<file path="src/core/image_transfer_pkg.sv">
// Constants, types and register map of the image transfer and palette block
package image_transfer_pkg;

	// Register byte addresses on the host bus
	localparam logic [23:0] PAL_BASE_ADDR    = 24'h7fff00;
	localparam logic [23:0] PAL_LAST_ADDR    = 24'h7fff7e;
	localparam logic [23:0] ROM_BANK_ADDR    = 24'h7fffc0;
	localparam logic [23:0] START_X_ADDR     = 24'h7fffc2;
	localparam logic [23:0] START_Y_ADDR     = 24'h7fffc4;
	localparam logic [23:0] ROM_UPPER_ADDR   = 24'h7fffc6;
	localparam logic [23:0] ROM_LOWER_ADDR   = 24'h7fffc8;
	localparam logic [23:0] WIDTH_ADDR       = 24'h7fffca;
	localparam logic [23:0] HEIGHT_ADDR      = 24'h7fffcc;
	localparam logic [23:0] CONTROL_ADDR     = 24'h7fffce;

	// Palette geometry and field widths
	localparam int PAL_ENTRIES   = 64;
	localparam int PAL_IDX_W     = 6;
	localparam int COLOR_W       = 12;
	localparam int NIBBLE_W      = 4;

	// Field widths and positions
	localparam int BANK_LSB      = 3;
	localparam int BANK_W        = 3;
	localparam int START_X_W     = 11;
	localparam int START_Y_W     = 10;
	localparam int ROM_UPPER_W   = 9;
	localparam int ROM_ADDR_W    = 25;
	localparam int IMG_WIDTH_W   = 12;
	localparam int IMG_HEIGHT_W  = 11;
	localparam int GO_BIT        = 8;

	// Reset values
	localparam logic [7:0]  BANK_RESET  = 8'h00;
	localparam logic [15:0] PARAM_RESET = 16'h0000;

	// Timing
	localparam int CLK_PERIOD_NS     = 100;
	localparam int DONE_PULSE_NS     = 1000;
	localparam int DONE_PULSE_CYCLES = (DONE_PULSE_NS + CLK_PERIOD_NS - 1) / CLK_PERIOD_NS;
	localparam int ROM_READ_NS       = 200;
	localparam int ROM_READ_CYCLES   = (ROM_READ_NS + CLK_PERIOD_NS - 1) / CLK_PERIOD_NS;
	localparam int FIFO_DEPTH        = 32;

	typedef enum logic [1:0] {
		XFER_IDLE   = 2'b00,
		XFER_GRANT  = 2'b01,
		XFER_READ   = 2'b11,
		XFER_FINISH = 2'b10
	} xfer_state_e;

	typedef struct packed {
		logic [23:1] addr;
		logic [15:0] data;
		logic        hi;
		logic        lo;
	} host_write_s;

	typedef struct packed {
		logic [START_X_W-1:0] x;
		logic [START_Y_W-1:0] y;
		logic [15:0]          data;
	} pixel_s;

endpackage

</file>
<file path="src/core/stream_fifo.sv">
// Valid/ready FIFO between image ROM reads and frame buffer writes
`timescale 1ns/1ns
module stream_fifo #(
	parameter int WIDTH = 37,
	parameter int DEPTH = 32
) (
	// Clock and reset
	input  wire logic             i_clk,
	input  wire logic             i_rst_n,
	// Fill side
	input  wire logic             i_in_valid,
	input  wire logic [WIDTH-1:0] i_in_data,
	output logic                  o_in_ready,
	// Drain side
	output logic                  o_out_valid,
	output logic [WIDTH-1:0]      o_out_data,
	input  wire logic             i_out_ready
);
	localparam int AW = $clog2(DEPTH);

	logic [WIDTH-1:0] mem [DEPTH];
	logic [AW:0]      wr_ptr_ff;
	logic [AW:0]      rd_ptr_ff;
	logic [AW:0]      nxt_wr_ptr;
	logic [AW:0]      nxt_rd_ptr;
	logic             push;
	logic             pop;
	logic             full;
	logic             empty;

	assign full        = (wr_ptr_ff[AW] != rd_ptr_ff[AW]) && (wr_ptr_ff[AW-1:0] == rd_ptr_ff[AW-1:0]);
	assign empty       = (wr_ptr_ff == rd_ptr_ff);
	assign o_in_ready  = !full;
	assign o_out_valid = !empty;
	assign o_out_data  = mem[rd_ptr_ff[AW-1:0]];
	assign push        = i_in_valid && !full;
	assign pop         = i_out_ready && !empty;

	always_comb begin
		nxt_wr_ptr = push ? wr_ptr_ff + 1'b1 : wr_ptr_ff;
		nxt_rd_ptr = pop ? rd_ptr_ff + 1'b1 : rd_ptr_ff;
	end

	always_ff @(posedge i_clk) begin
		if (!i_rst_n) begin
			wr_ptr_ff <= '0;
			rd_ptr_ff <= '0;
		end else begin
			wr_ptr_ff <= nxt_wr_ptr;
			rd_ptr_ff <= nxt_rd_ptr;
		end
	end

	always_ff @(posedge i_clk) begin
		if (push) begin
			mem[wr_ptr_ff[AW-1:0]] <= i_in_data;
		end
	end
endmodule

</file>
<file path="src/core/done_pulse_gen.sv">
// One-shot active-low completion pulse of fixed length
`timescale 1ns/1ns
module done_pulse_gen (
	// Clock and reset
	input  wire logic i_clk,
	input  wire logic i_rst_n,
	// Trigger and pulse
	input  wire logic i_fire,
	output logic      o_pulse_n
);
	localparam int CW = $clog2(image_transfer_pkg::DONE_PULSE_CYCLES + 1);
	localparam logic [CW-1:0] LEN = CW'(image_transfer_pkg::DONE_PULSE_CYCLES);

	logic [CW-1:0] cnt_ff;
	logic [CW-1:0] nxt_cnt;
	logic          pulse_n_ff;
	logic          nxt_pulse_n;

	assign o_pulse_n = pulse_n_ff;

	always_comb begin
		nxt_cnt = cnt_ff;
		if (i_fire) begin
			nxt_cnt = LEN;
		end else if (cnt_ff != '0) begin
			nxt_cnt = cnt_ff - 1'b1;
		end
		nxt_pulse_n = (nxt_cnt == '0);
	end

	always_ff @(posedge i_clk) begin
		if (!i_rst_n) begin
			cnt_ff     <= '0;
			pulse_n_ff <= 1'b1;
		end else begin
			cnt_ff     <= nxt_cnt;
			pulse_n_ff <= nxt_pulse_n;
		end
	end
endmodule

</file>
<file path="src/core/image_transfer_palette_regs.sv">
// Host register bank: palette, ROM bank, image transfer parameters and self-refresh
`timescale 1ns/1ns
// Notes on behaviour
// - Sleep request one puts SDRAM in self-refresh
// - Panel shows black while in self-refresh
// - Sleep request zero restores SDRAM and picture
// - No frame buffer access during self-refresh
// - Sixty-four palette entries of twelve bits
// - Palette word write: high byte GB, low R
// - Entry n at base plus 2n, even GB
// - Bank bits five to three drive ROM pins
// - Bank register word write uses high byte
// - Eleven-bit horizontal start coordinate held
// - Ten-bit vertical start coordinate held
// - Out-of-range values stored without clamping
// - Parameter registers take byte or word writes
// - Twenty-five-bit ROM start address held
// - Twelve-bit transfer width held
// - Eleven-bit transfer height held
// - Go bit starts transfer, then clears
// - One microsecond low pulse on completion
// - Transfer requests and holds the host bus
module image_transfer_palette_regs (
	// Clock and reset
	input  wire logic        i_clk,
	input  wire logic        i_rst_n,
	// Host write bus
	input  wire logic        i_cs_n,
	input  wire logic        i_wr_n,
	input  wire logic        i_byte_hi_n,
	input  wire logic        i_byte_lo_n,
	input  wire logic [23:1] i_addr,
	input  wire logic [15:0] i_data,
	// Host bus takeover and image ROM
	input  wire logic        i_bus_grant_n,
	output logic             o_bus_request_n,
	output logic [24:0]      o_rom_addr,
	output logic             o_rom_rd_n,
	input  wire logic [15:0] i_rom_data,
	output logic             o_done_pulse_out_n,
	// ROM bank outputs
	output logic             o_rom_bank_bit_top,
	output logic             o_rom_bank_bit_mid,
	output logic             o_rom_bank_bit_low,
	// Self-refresh control
	input  wire logic        i_memory_sleep_request,
	output logic             o_sdram_self_refresh,
	output logic             o_display_black,
	// Palette lookup for the panel
	input  wire logic [5:0]  i_pal_index,
	output logic [11:0]      o_panel_color,
	// Frame buffer write port
	output logic             o_fb_wr,
	output logic [10:0]      o_fb_x,
	output logic [9:0]       o_fb_y,
	output logic [15:0]      o_fb_data,
	input  wire logic        i_fb_ready
);
	localparam int RCW = $clog2(image_transfer_pkg::ROM_READ_CYCLES + 1);
	localparam logic [RCW-1:0] RD_LAST = RCW'(image_transfer_pkg::ROM_READ_CYCLES - 1);

	// Match of a word address against a register byte address
	function automatic logic hit(input logic [23:1] a, input logic [23:0] reg_addr);
		hit = (a == reg_addr[23:1]);
	endfunction

	// Byte-lane merge into a word register
	function automatic logic [15:0] merge(input logic [15:0] old, input image_transfer_pkg::host_write_s w);
		merge = {w.hi ? w.data[15:8] : old[15:8], w.lo ? w.data[7:0] : old[7:0]};
	endfunction

	// Pin synchronisers: strobe and grant
	logic [2:0] wr_sync_ff;
	logic [2:0] gnt_sync_ff;
	logic       wr_level_ff;
	logic       gnt_level_ff;
	logic [2:0] nxt_wr_sync;
	logic [2:0] nxt_gnt_sync;
	logic       nxt_wr_level;
	logic       nxt_gnt_level;
	logic       wr_take;
	image_transfer_pkg::host_write_s hw;

	always_comb begin
		nxt_wr_sync   = {wr_sync_ff[1:0], i_wr_n};
		nxt_gnt_sync  = {gnt_sync_ff[1:0], i_bus_grant_n};
		nxt_wr_level  = (wr_sync_ff[1] == wr_sync_ff[2]) ? wr_sync_ff[2] : wr_level_ff;
		nxt_gnt_level = (gnt_sync_ff[1] == gnt_sync_ff[2]) ? gnt_sync_ff[2] : gnt_level_ff;
	end

	always_ff @(posedge i_clk) begin
		if (!i_rst_n) begin
			wr_sync_ff   <= 3'h7;
			gnt_sync_ff  <= 3'h7;
			wr_level_ff  <= 1'b1;
			gnt_level_ff <= 1'b1;
		end else begin
			wr_sync_ff   <= nxt_wr_sync;
			gnt_sync_ff  <= nxt_gnt_sync;
			wr_level_ff  <= nxt_wr_level;
			gnt_level_ff <= nxt_gnt_level;
		end
	end

	// Address, data and lanes are held by the host for the whole strobe
	assign wr_take = wr_level_ff && !nxt_wr_level && !i_cs_n;
	assign hw      = '{addr: i_addr, data: i_data, hi: !i_byte_hi_n, lo: !i_byte_lo_n};

	// Parameter registers
	logic [7:0]  bank_ff;
	logic [15:0] start_x_ff;
	logic [15:0] start_y_ff;
	logic [15:0] rom_up_ff;
	logic [15:0] rom_lo_ff;
	logic [15:0] width_ff;
	logic [15:0] height_ff;
	logic        go_ff;
	logic [7:0]  nxt_bank;
	logic [15:0] nxt_start_x;
	logic [15:0] nxt_start_y;
	logic [15:0] nxt_rom_up;
	logic [15:0] nxt_rom_lo;
	logic [15:0] nxt_width;
	logic [15:0] nxt_height;
	logic        nxt_go;
	logic        xfer_start;

	always_comb begin
		nxt_bank    = bank_ff;
		nxt_start_x = start_x_ff;
		nxt_start_y = start_y_ff;
		nxt_rom_up  = rom_up_ff;
		nxt_rom_lo  = rom_lo_ff;
		nxt_width   = width_ff;
		nxt_height  = height_ff;
		nxt_go      = xfer_start ? 1'b0 : go_ff;
		if (wr_take) begin
			if (hit(hw.addr, image_transfer_pkg::ROM_BANK_ADDR) && hw.hi) begin
				nxt_bank = hw.data[15:8];
			end
			if (hit(hw.addr, image_transfer_pkg::START_X_ADDR)) begin
				nxt_start_x = merge(start_x_ff, hw) & 16'h07ff;
			end
			if (hit(hw.addr, image_transfer_pkg::START_Y_ADDR)) begin
				nxt_start_y = merge(start_y_ff, hw) & 16'h03ff;
			end
			if (hit(hw.addr, image_transfer_pkg::ROM_UPPER_ADDR)) begin
				nxt_rom_up = merge(rom_up_ff, hw) & 16'h01ff;
			end
			if (hit(hw.addr, image_transfer_pkg::ROM_LOWER_ADDR)) begin
				nxt_rom_lo = merge(rom_lo_ff, hw);
			end
			if (hit(hw.addr, image_transfer_pkg::WIDTH_ADDR)) begin
				nxt_width = merge(width_ff, hw) & 16'h0fff;
			end
			if (hit(hw.addr, image_transfer_pkg::HEIGHT_ADDR)) begin
				nxt_height = merge(height_ff, hw) & 16'h07ff;
			end
			// A fresh go beats the clear of the start cycle
			if (hit(hw.addr, image_transfer_pkg::CONTROL_ADDR) && hw.hi && hw.data[image_transfer_pkg::GO_BIT]) begin
				nxt_go = 1'b1;
			end
		end
	end

	always_ff @(posedge i_clk) begin
		if (!i_rst_n) begin
			bank_ff    <= image_transfer_pkg::BANK_RESET;
			start_x_ff <= image_transfer_pkg::PARAM_RESET;
			start_y_ff <= image_transfer_pkg::PARAM_RESET;
			rom_up_ff  <= image_transfer_pkg::PARAM_RESET;
			rom_lo_ff  <= image_transfer_pkg::PARAM_RESET;
			width_ff   <= image_transfer_pkg::PARAM_RESET;
			height_ff  <= image_transfer_pkg::PARAM_RESET;
			go_ff      <= 1'b0;
		end else begin
			bank_ff    <= nxt_bank;
			start_x_ff <= nxt_start_x;
			start_y_ff <= nxt_start_y;
			rom_up_ff  <= nxt_rom_up;
			rom_lo_ff  <= nxt_rom_lo;
			width_ff   <= nxt_width;
			height_ff  <= nxt_height;
			go_ff      <= nxt_go;
		end
	end

	assign o_rom_bank_bit_top = bank_ff[image_transfer_pkg::BANK_LSB + 2];
	assign o_rom_bank_bit_mid = bank_ff[image_transfer_pkg::BANK_LSB + 1];
	assign o_rom_bank_bit_low = bank_ff[image_transfer_pkg::BANK_LSB];

	// Palette memory, write-only from the host
	logic [11:0] palette [image_transfer_pkg::PAL_ENTRIES];
	logic        pal_hit;
	logic [5:0]  pal_idx;

	assign pal_hit = (hw.addr[23:7] == image_transfer_pkg::PAL_BASE_ADDR[23:7]);
	assign pal_idx = hw.addr[6:1];

	always_ff @(posedge i_clk) begin
		if (wr_take && pal_hit) begin
			if (hw.hi) begin
				palette[pal_idx][7:0] <= hw.data[15:8];
			end
			if (hw.lo) begin
				palette[pal_idx][11:8] <= hw.data[3:0];
			end
		end
	end

	// Self-refresh and panel colour
	logic        sleep_ff;
	logic [11:0] color_ff;
	logic        nxt_sleep;
	logic [11:0] nxt_color;

	always_comb begin
		nxt_sleep = i_memory_sleep_request;
		nxt_color = i_memory_sleep_request ? 12'h000 : palette[i_pal_index];
	end

	always_ff @(posedge i_clk) begin
		if (!i_rst_n) begin
			sleep_ff <= 1'b0;
			color_ff <= 12'h000;
		end else begin
			sleep_ff <= nxt_sleep;
			color_ff <= nxt_color;
		end
	end

	assign o_sdram_self_refresh = sleep_ff;
	assign o_display_black      = sleep_ff;
	assign o_panel_color        = color_ff;

	// Transfer engine
	image_transfer_pkg::xfer_state_e state_ff, nxt_state;
	logic [24:0]    rom_ptr_ff;
	logic [11:0]    col_ff;
	logic [10:0]    line_ff;
	logic           reading_ff;
	logic [RCW-1:0] rd_cnt_ff;
	logic           req_n_ff;
	logic [24:0]    nxt_rom_ptr;
	logic [11:0]    nxt_col;
	logic [10:0]    nxt_line;
	logic           nxt_reading;
	logic [RCW-1:0] nxt_rd_cnt;
	logic           nxt_req_n;
	logic           done_fire;
	logic           push_valid;
	logic           fifo_in_ready;
	logic           fifo_out_valid;
	logic           fb_pend_ff;
	logic           nxt_fb_pend;
	image_transfer_pkg::pixel_s push_px, pop_px;

	assign push_valid = reading_ff && (rd_cnt_ff == '0);
	assign push_px    = '{x: start_x_ff[10:0] + col_ff[10:0], y: start_y_ff[9:0] + line_ff[9:0], data: i_rom_data};
	assign xfer_start = (state_ff == image_transfer_pkg::XFER_IDLE) && go_ff;

	always_comb begin
		nxt_state   = state_ff;
		nxt_rom_ptr = rom_ptr_ff;
		nxt_col     = col_ff;
		nxt_line    = line_ff;
		nxt_reading = reading_ff;
		nxt_rd_cnt  = rd_cnt_ff;
		nxt_req_n   = req_n_ff;
		done_fire   = 1'b0;
		case (state_ff)
			image_transfer_pkg::XFER_IDLE: begin
				if (go_ff) begin
					nxt_rom_ptr = {rom_up_ff[8:0], rom_lo_ff};
					nxt_col     = '0;
					nxt_line    = '0;
					nxt_req_n   = 1'b0;
					nxt_state   = image_transfer_pkg::XFER_GRANT;
				end
			end
			image_transfer_pkg::XFER_GRANT: begin
				if (!gnt_level_ff) begin
					nxt_state = image_transfer_pkg::XFER_READ;
				end
			end
			image_transfer_pkg::XFER_READ: begin
				if (!reading_ff) begin
					// Only start a read when its word has room
					if (fifo_in_ready) begin
						nxt_reading = 1'b1;
						nxt_rd_cnt  = RD_LAST;
					end
				end else if (rd_cnt_ff != '0) begin
					nxt_rd_cnt = rd_cnt_ff - 1'b1;
				end else begin
					nxt_reading = 1'b0;
					nxt_rom_ptr = rom_ptr_ff + 25'h0000001;
					// No clamp: a zero size wraps to the full count
					if (col_ff == width_ff[11:0] - 12'h001) begin
						nxt_col  = '0;
						nxt_line = line_ff + 11'h001;
						if (line_ff == height_ff[10:0] - 11'h001) begin
							nxt_state = image_transfer_pkg::XFER_FINISH;
						end
					end else begin
						nxt_col = col_ff + 12'h001;
					end
				end
			end
			image_transfer_pkg::XFER_FINISH: begin
				// Bus is held until the last pixel reaches the frame buffer
				if (!fifo_out_valid && !fb_pend_ff) begin
					nxt_req_n = 1'b1;
					done_fire = 1'b1;
					nxt_state = image_transfer_pkg::XFER_IDLE;
				end
			end
			default: begin
				nxt_state = image_transfer_pkg::XFER_IDLE;
				nxt_req_n = 1'b1;
			end
		endcase
	end

	always_ff @(posedge i_clk) begin
		if (!i_rst_n) begin
			state_ff   <= image_transfer_pkg::XFER_IDLE;
			rom_ptr_ff <= '0;
			col_ff     <= '0;
			line_ff    <= '0;
			reading_ff <= 1'b0;
			rd_cnt_ff  <= '0;
			req_n_ff   <= 1'b1;
		end else begin
			state_ff   <= nxt_state;
			rom_ptr_ff <= nxt_rom_ptr;
			col_ff     <= nxt_col;
			line_ff    <= nxt_line;
			reading_ff <= nxt_reading;
			rd_cnt_ff  <= nxt_rd_cnt;
			req_n_ff   <= nxt_req_n;
		end
	end

	assign o_bus_request_n = req_n_ff;
	assign o_rom_addr      = rom_ptr_ff;
	assign o_rom_rd_n      = !reading_ff;

	// Frame buffer write stage
	logic        fb_wr_ff;
	logic        nxt_fb_wr;
	logic        pop;
	image_transfer_pkg::pixel_s fb_px_ff, nxt_fb_px;

	// Drain stalls in self-refresh so the FIFO backs up the ROM reads
	assign pop = fifo_out_valid && !sleep_ff && (!fb_pend_ff || (fb_wr_ff && i_fb_ready));

	always_comb begin
		nxt_fb_px   = pop ? pop_px : fb_px_ff;
		nxt_fb_pend = pop || (fb_pend_ff && !(fb_wr_ff && i_fb_ready));
		nxt_fb_wr   = nxt_fb_pend && !i_memory_sleep_request;
	end

	always_ff @(posedge i_clk) begin
		if (!i_rst_n) begin
			fb_px_ff   <= '0;
			fb_pend_ff <= 1'b0;
			fb_wr_ff   <= 1'b0;
		end else begin
			fb_px_ff   <= nxt_fb_px;
			fb_pend_ff <= nxt_fb_pend;
			fb_wr_ff   <= nxt_fb_wr;
		end
	end

	assign o_fb_wr   = fb_wr_ff;
	assign o_fb_x    = fb_px_ff.x;
	assign o_fb_y    = fb_px_ff.y;
	assign o_fb_data = fb_px_ff.data;

	stream_fifo #(
		.WIDTH($bits(image_transfer_pkg::pixel_s)),
		.DEPTH(image_transfer_pkg::FIFO_DEPTH)
	) u_fifo (
		.i_clk       (i_clk),
		.i_rst_n     (i_rst_n),
		.i_in_valid  (push_valid),
		.i_in_data   (push_px),
		.o_in_ready  (fifo_in_ready),
		.o_out_valid (fifo_out_valid),
		.o_out_data  (pop_px),
		.i_out_ready (pop)
	);

	done_pulse_gen u_done (
		.i_clk     (i_clk),
		.i_rst_n   (i_rst_n),
		.i_fire    (done_fire),
		.o_pulse_n (o_done_pulse_out_n)
	);
endmodule

</file>
<file path="config.mk">
export PLATFORM = sky130hd
export DESIGN_NAME = image_transfer_palette_regs
export DESIGN_NICKNAME = d
export VERILOG_FILES = /design/src/core/image_transfer_pkg.sv /design/src/core/stream_fifo.sv /design/src/core/done_pulse_gen.sv /design/src/core/image_transfer_palette_regs.sv
export SDC_FILE = /design/constraint.sdc
export NUM_CORES = 2
export LEC_CHECK = 0
export BUFFER_PORTS_ARGS = -buffer_cell sky130_fd_sc_hd__buf_2
export CORE_ASPECT_RATIO = 0.6
export CORE_MARGIN = 2
export CORE_UTILIZATION = 40
export CTS_CLUSTER_SIZE = 24
export DETAILED_ROUTE_END_ITERATION = 10
export HOLD_SLACK_MARGIN = 0.05
export PLACE_DENSITY = 0.59
export SLEW_MARGIN = 20
export SYNTH_ARGS = -nofsm -noshare
export SYNTH_HDL_FRONTEND = slang
export SYNTH_SLANG_ARGS = --single-unit
</file>
<file path="constraint.sdc">
create_clock -name i_clk -period 6 [get_ports i_clk]
set_input_delay 0.6 -clock i_clk [delete_from_list [all_inputs] [get_ports i_clk]]
set_output_delay 0.6 -clock i_clk [all_outputs]
set_load 0.01 [all_outputs]
</file>
After elaboration in Yosys (flattened, before gate mapping)

Memory sizes are Yosys's and may differ from the RTL's. A register that Yosys moved wholly into a read port is not among the register bits.
Index checks and enable logic that the tools add are counted.

Register bits after elaboration: 158
RAM bits: 1,952
Bits of input ports: 70
Output and inout port bits: 83
Word-level logic and storage cells: 179
Memories: 2

Add/subtract/negate cells: 11
Equal/unequal tests: 28
Multiplexer cells: 47
Bitwise operators: 3
Reduce and logical (&&, ||, !) cells: 56

Memories:

| name       | words | bits a word | rd ports | clocked after memory_dff | write ports | line                               | text |
|---|---|---|---|---|---|---|---|
| u_fifo.mem | 32    | 37          | 1        | 1                        | 1           | stream_fifo.sv:21                  | `logic [WIDTH-1:0] mem [DEPTH];` |
| palette    | 64    | 12          | 1        | 1                        | 1           | image_transfer_palette_regs.sv:193 | `logic [11:0] palette [image_transfer_pkg::PAL_ENTRIES];` |

Operator list:

| cell                    | count |
|---|---|
| $eq A23 B22 Y1 const B  | 8 |
| $mux W25                | 3 |
| $pmux W25 S2            | 1 |
| $mux W12                | 4 |
| $mux W11                | 4 |
| $reduce_and A3 Y1       | 14 |
| $add A25 B1 Y25 const B | 1 |
| $pmux W12 S2            | 1 |
| $pmux W11 S2            | 1 |
| $mux W2                 | 10 |
| $mux W1                 | 19 |
| $eq A17 B16 Y1 const B  | 1 |
| $logic_and A1 B1 Y1     | 17 |
| $ne A2 B2 Y1 const B    | 8 |
| $add A12 B1 Y12 const B | 1 |
| $add A6 B1 Y6 const B   | 2 |
| $eq A12 B12 Y1          | 1 |
| $sub A12 B1 Y12 const B | 1 |
| $add A11 B1 Y11 const B | 1 |
| $add A11 B11 Y11        | 1 |
| $eq A11 B11 Y1          | 1 |
| $logic_not A1 Y1        | 11 |
| $sub A11 B1 Y11 const B | 1 |
| $add A10 B10 Y10        | 1 |
| 23 further kinds        | 32 |

Depth between registers and ports, before layout

Depth in word-level cells: 8
Gate-level depth with buffers: 11

Modules after synthesis

From an unflattened synthesis, not the netlist that was laid out.

Cell total of the unflattened synthesis: 5,038
Area total of the unflattened synthesis: 85,738.5 sq um

Modules (own cells, without submodules):

| module                      | times used | cells an instance | area an instance (sq um) | seq. area each (sq um) |
|---|---|---|---|---|
| stream_fifo                 | 1          | 2,654             | 46,649.7                 | 35,894.4 |
| image_transfer_palette_regs | 1          | 2,357             | 38,818.5                 | 26,805.7 |
| done_pulse_gen              | 1          | 27                | 270.3                    | 100.1 |

Least setup slack after synthesis

OpenSTA, ideal clock, no wires.

Path type: reg2reg
Start: register col_ff[1]
End: memory u_fifo.mem[0][35] (data pin)
Arrival time: 3.708 ns
Data required time: 5.385 ns
Path slack: 1.676 ns
Cell stages (with the launch flop): 8
Cells stage by stage: dfxtp_1 > ha_1 > a21o_1 > a21oi_1 > o21ai_0 > a21oi_1 > o21ai_0 > o311ai_0

RTL lines:

| item                   | line                               | text |
|---|---|---|
| from (decl)            | image_transfer_palette_regs.sv:239 | `logic [11:0] col_ff;` |
| from (signal assigned) | image_transfer_palette_regs.sv:337 | `col_ff <= nxt_col;` |
| to (decl)              | stream_fifo.sv:21                  |  |

Worst setup path in the final report

Start: register u_fifo.rd_ptr_ff[1]
End: memory u_fifo.mem[7][2] (enable)

Cells in the longest elaborated chain, start to end: 6

RTL lines:

| item                          | line              | text |
|---|---|---|
| from (decl)                   | stream_fifo.sv:23 | `logic [AW:0] rd_ptr_ff;` |
| from (signal assigned)        | stream_fifo.sv:50 | `rd_ptr_ff <= nxt_rd_ptr;` |
| $eq A5 B5 Y1                  | stream_fifo.sv:31 | `assign full = (wr_ptr_ff[AW] != rd_ptr_ff[AW]) && (wr_ptr_ff[AW-1:0] == rd_ptr_ff[AW-1:0]);` |
| $logic_and A1 B1 Y1           | stream_fifo.sv:31 |  |
| $logic_not A1 Y1              | -                 |  |
| $logic_and A1 B1 Y1           | stream_fifo.sv:36 | `assign push = i_in_valid && !full;` |
| $mux W1                       | stream_fifo.sv:55 | `if (push) begin` |
| $mux W1 (implied by the code) | stream_fifo.sv:56 | `mem[wr_ptr_ff[AW-1:0]] <= i_in_data;` |

Every way passes these cells.

==> impl_metrics.env <==
export IMPL_viasPerCell=5.75
export IMPL_htree_levels=4
export IMPL_required_ns=6.48
export IMPL_period_needed_ns=4.31
export IMPL_synth_edf_count=1952
export IMPL_antenna_found_initial=12
export IMPL_die_area_um2=216000
export IMPL_setup_viol=0
export IMPL_skew_ns=0.103
export IMPL_antenna_left=0
export IMPL_leakage_nw=29.9
export IMPL_relSlewSlack=0.240
export IMPL_hold_class="primary input to flip-flop"
export IMPL_maxCapViolations=0
export IMPL_placed_area_um2=89700
export IMPL_portBuffers=152
export IMPL_critical_path_arrival_ns=4.78
export IMPL_ir_worst_vdd_v=0.000224
export IMPL_syn_area_um2=84800
export IMPL_period_share=0.718
export IMPL_cts_setup_buffers=0
export IMPL_synth_top_cells_by_area="edfxtp_1 (69%), mux4_2 (17%), dfxtp_1 (4.8%)"
export IMPL_gr_usage_all_layers=0.202
export IMPL_grt_max_degree=106
export IMPL_synth_cell_types=64
export IMPL_rsz0062_at_grt="false"
export IMPL_yosysSeqAreaShare=0.740
export IMPL_drcViolationCount=0
export IMPL_grt_overflow_total=0
export IMPL_fin_tns_setup_ns=0
export IMPL_layout_nets=4552
export IMPL_drt_total_wl_mm=220
export IMPL_drt_iter0_markers=5136
export IMPL_crit_type="flip-flop to flip-flop"
export IMPL_die_y_um=361
export IMPL_syn_avg_cell_area_um2=20.1
export IMPL_hold_violations=0
export IMPL_synth_commonest_cells="edfxtp_1 (1952), mux4_2 (622), nand2_1 (257)"
export IMPL_vias=42700
export IMPL_path_clk_slew_ns=0.06
export IMPL_timing_hold_ws_ns=0.178
export IMPL_syn_nets=4315
export IMPL_synth_ff_type="edfxtp_1"
export IMPL_numClockSinks=2156
export IMPL_power_density_nw_per_um2=312
export IMPL_routedWlPerCell_um=29.6
export IMPL_max_freq_mhz=232
export IMPL_worstSetupStartpointType="flip-flop"
export IMPL_cts_path_max_buffers=4
export IMPL_crit_start="u_fifo.rd_ptr_ff[1]$_SDFFE_PN0P_"
export IMPL_outcome="complete, no violations"
export IMPL_grt_pass1_wl_mm=312
export IMPL_cts_buffers=202
export IMPL_start_util=0.404
export IMPL_synth_async_reset_ratio=0
export IMPL_rr_startpoint="u_fifo.rd_ptr_ff[1]$_SDFFE_PN0P_"
export IMPL_die_width_um=598
export IMPL_io_pins=153
export IMPL_synth_most_common_cell="edfxtp_1"
export IMPL_slew_violations=0
export IMPL_syn_to_final_growth_pct=13.5
export IMPL_cp_end_kind="flip-flop"
export IMPL_drive_gt1_frac=0.268
export IMPL_yosysWarnings=0
export IMPL_min_from="i_rst_n"
export IMPL_core_um2=210000
export IMPL_path_max_fanout=35
export IMPL_rows=130
export IMPL_synth_seq_cells=2156
export IMPL_clockRootBuffer="clkbuf_16"
export IMPL_fin_total_pwr_mw=30.0
export IMPL_hold_buffers=3
export IMPL_final_area_um2=96200
export IMPL_cts_resized=0
export IMPL_yosys_area_top_type_share=0.692
export IMPL_insertion_delay_ns=0.87
export IMPL_gp_congestion=0.808
export IMPL_cts_tree="yes"
export IMPL_fillCellCount=17500
export IMPL_grt_pass1_vias=41600
export IMPL_hpwlAfterDp_mm=132
export IMPL_drt_first_pass_iters=5
export IMPL_synth_top_area_cell="edfxtp_1"
export IMPL_worst_pin_slew_ns=1.14
export IMPL_postSynthCellCount=4207
-- worst max-delay path, stage by stage (launching register included) --
cell     delay (ns)
dfxtp_4        0.70
xor2_1         0.19
nor3_1         0.12
and2_1         0.19
a21oi_1        0.61
nand2_1        0.64
nor2_4         1.00
buf_4          0.44
-- cell families after synthesis --
logic type,count (synthesis),share of synthesized area
mux,682,0.172
xor+xnor,67,0.00692
compound gates,268,0.0233
simple gates,735,0.0402
buf+inv,261,0.0116
fa+ha+maj,38,0.00579
flops,2156,0.740
-- path summary, 6_finish.rpt --
path / end / slack [ns] / cells after the start
max reg2reg: u_fifo.mem[7][2]$_DFFE_PP_ / 1.69 / 7
max: u_fifo.mem[7][2]$_DFFE_PP_ / 1.69 / 7
min reg2reg: wr_sync_ff[1]$_SDFF_PN1_ / 0.41 / 1
min: wr_sync_ff[1]$_SDFF_PN1_ / 0.18 / 2
-- cell usage in the layout, fill, tap and decap left out, types with 21 or more instances in the layout --
master,instances
ha_1,35
o211a_1,41
clkinv_1,37
buf_2,148
nor3_1,29
o21ai_0,34
clkbuf_1,42
inv_1,39
nor2_4,31
buf_4,78
clkbuf_16,206
nand2_1,257
mux4_2,622
xor2_1,29
nor2b_1,28
nand3_1,40
edfxtp_1,1952
and2_1,24
clkinv_2,30
a21oi_1,35
dfxtp_1,199
mux2i_1,59
and3_1,21
a21boi_0,87
nor2_1,183
xnor2_1,26
nand2b_1,25
-- sequential cells by signal (all words and copies together) (netlist names), 4 cells and up --
signal,count
u_fifo.wr_ptr_ff,6
rom_lo_ff,16
start_x_ff,11
o_fb_x,11
line_ff,11
u_done.cnt_ff,4
o_fb_data,16
start_y_ff,10
width_ff,12
palette,768
o_rom_addr,25
rom_up_ff,9
u_fifo.mem,1184
height_ff,11
o_panel_color,12
col_ff,12
o_fb_y,10
u_fifo.rd_ptr_ff,6
-- final cells by class --
class	count	area, µm²	share of cell area
clock buffers	256	5420	0.0564
inverters	41	159	0.00165
flip-flops and latches	2156	62700	0.652
multi-input cells	1790	21500	0.224
repair buffers	253	1820	0.0189
clock inverters	96	960	0.00998
diodes	2	5.00	0.0000520
well taps	2838	3550	0.0369
-- routing by layer --
| layer | up-vias | wire length [µm] | track usage |
|---|---|---|---|
| li1 | 17700 | - | - |
| met1 | 23000 | 102000 | 0.322 |
| met2 | 1811 | 90000 | 0.268 |
| met3 | 278 | 22800 | 0.0607 |
| met4 | 0 | 5030 | 0.0482 |
| met5 | - | 0 | 0 |
-- where the power goes --
| part | switching, mW | internal (mW) | leakage, nW |
|---|---|---|---|
| combinational | 0.600 | 0.314 | 7.52 |
| sequential | 0.0326 | 16.3 | 19.2 |
| clock | 5.57 | 7.14 | 3.12 |
-- through the flow --
step	util	setup slack [ns]	std cells
4_1_cts	0.458	1.75	7429
3_3_place_gp	0.427	1.72	7074
3_5_place_dp	0.427	1.84	7074
2_1_floorplan	-	1.68	4207
5_1_grt	0.458	1.50	7430
6_report	0.458	1.69	7432
Note: power is estimated with default switching activity, not from simulation.
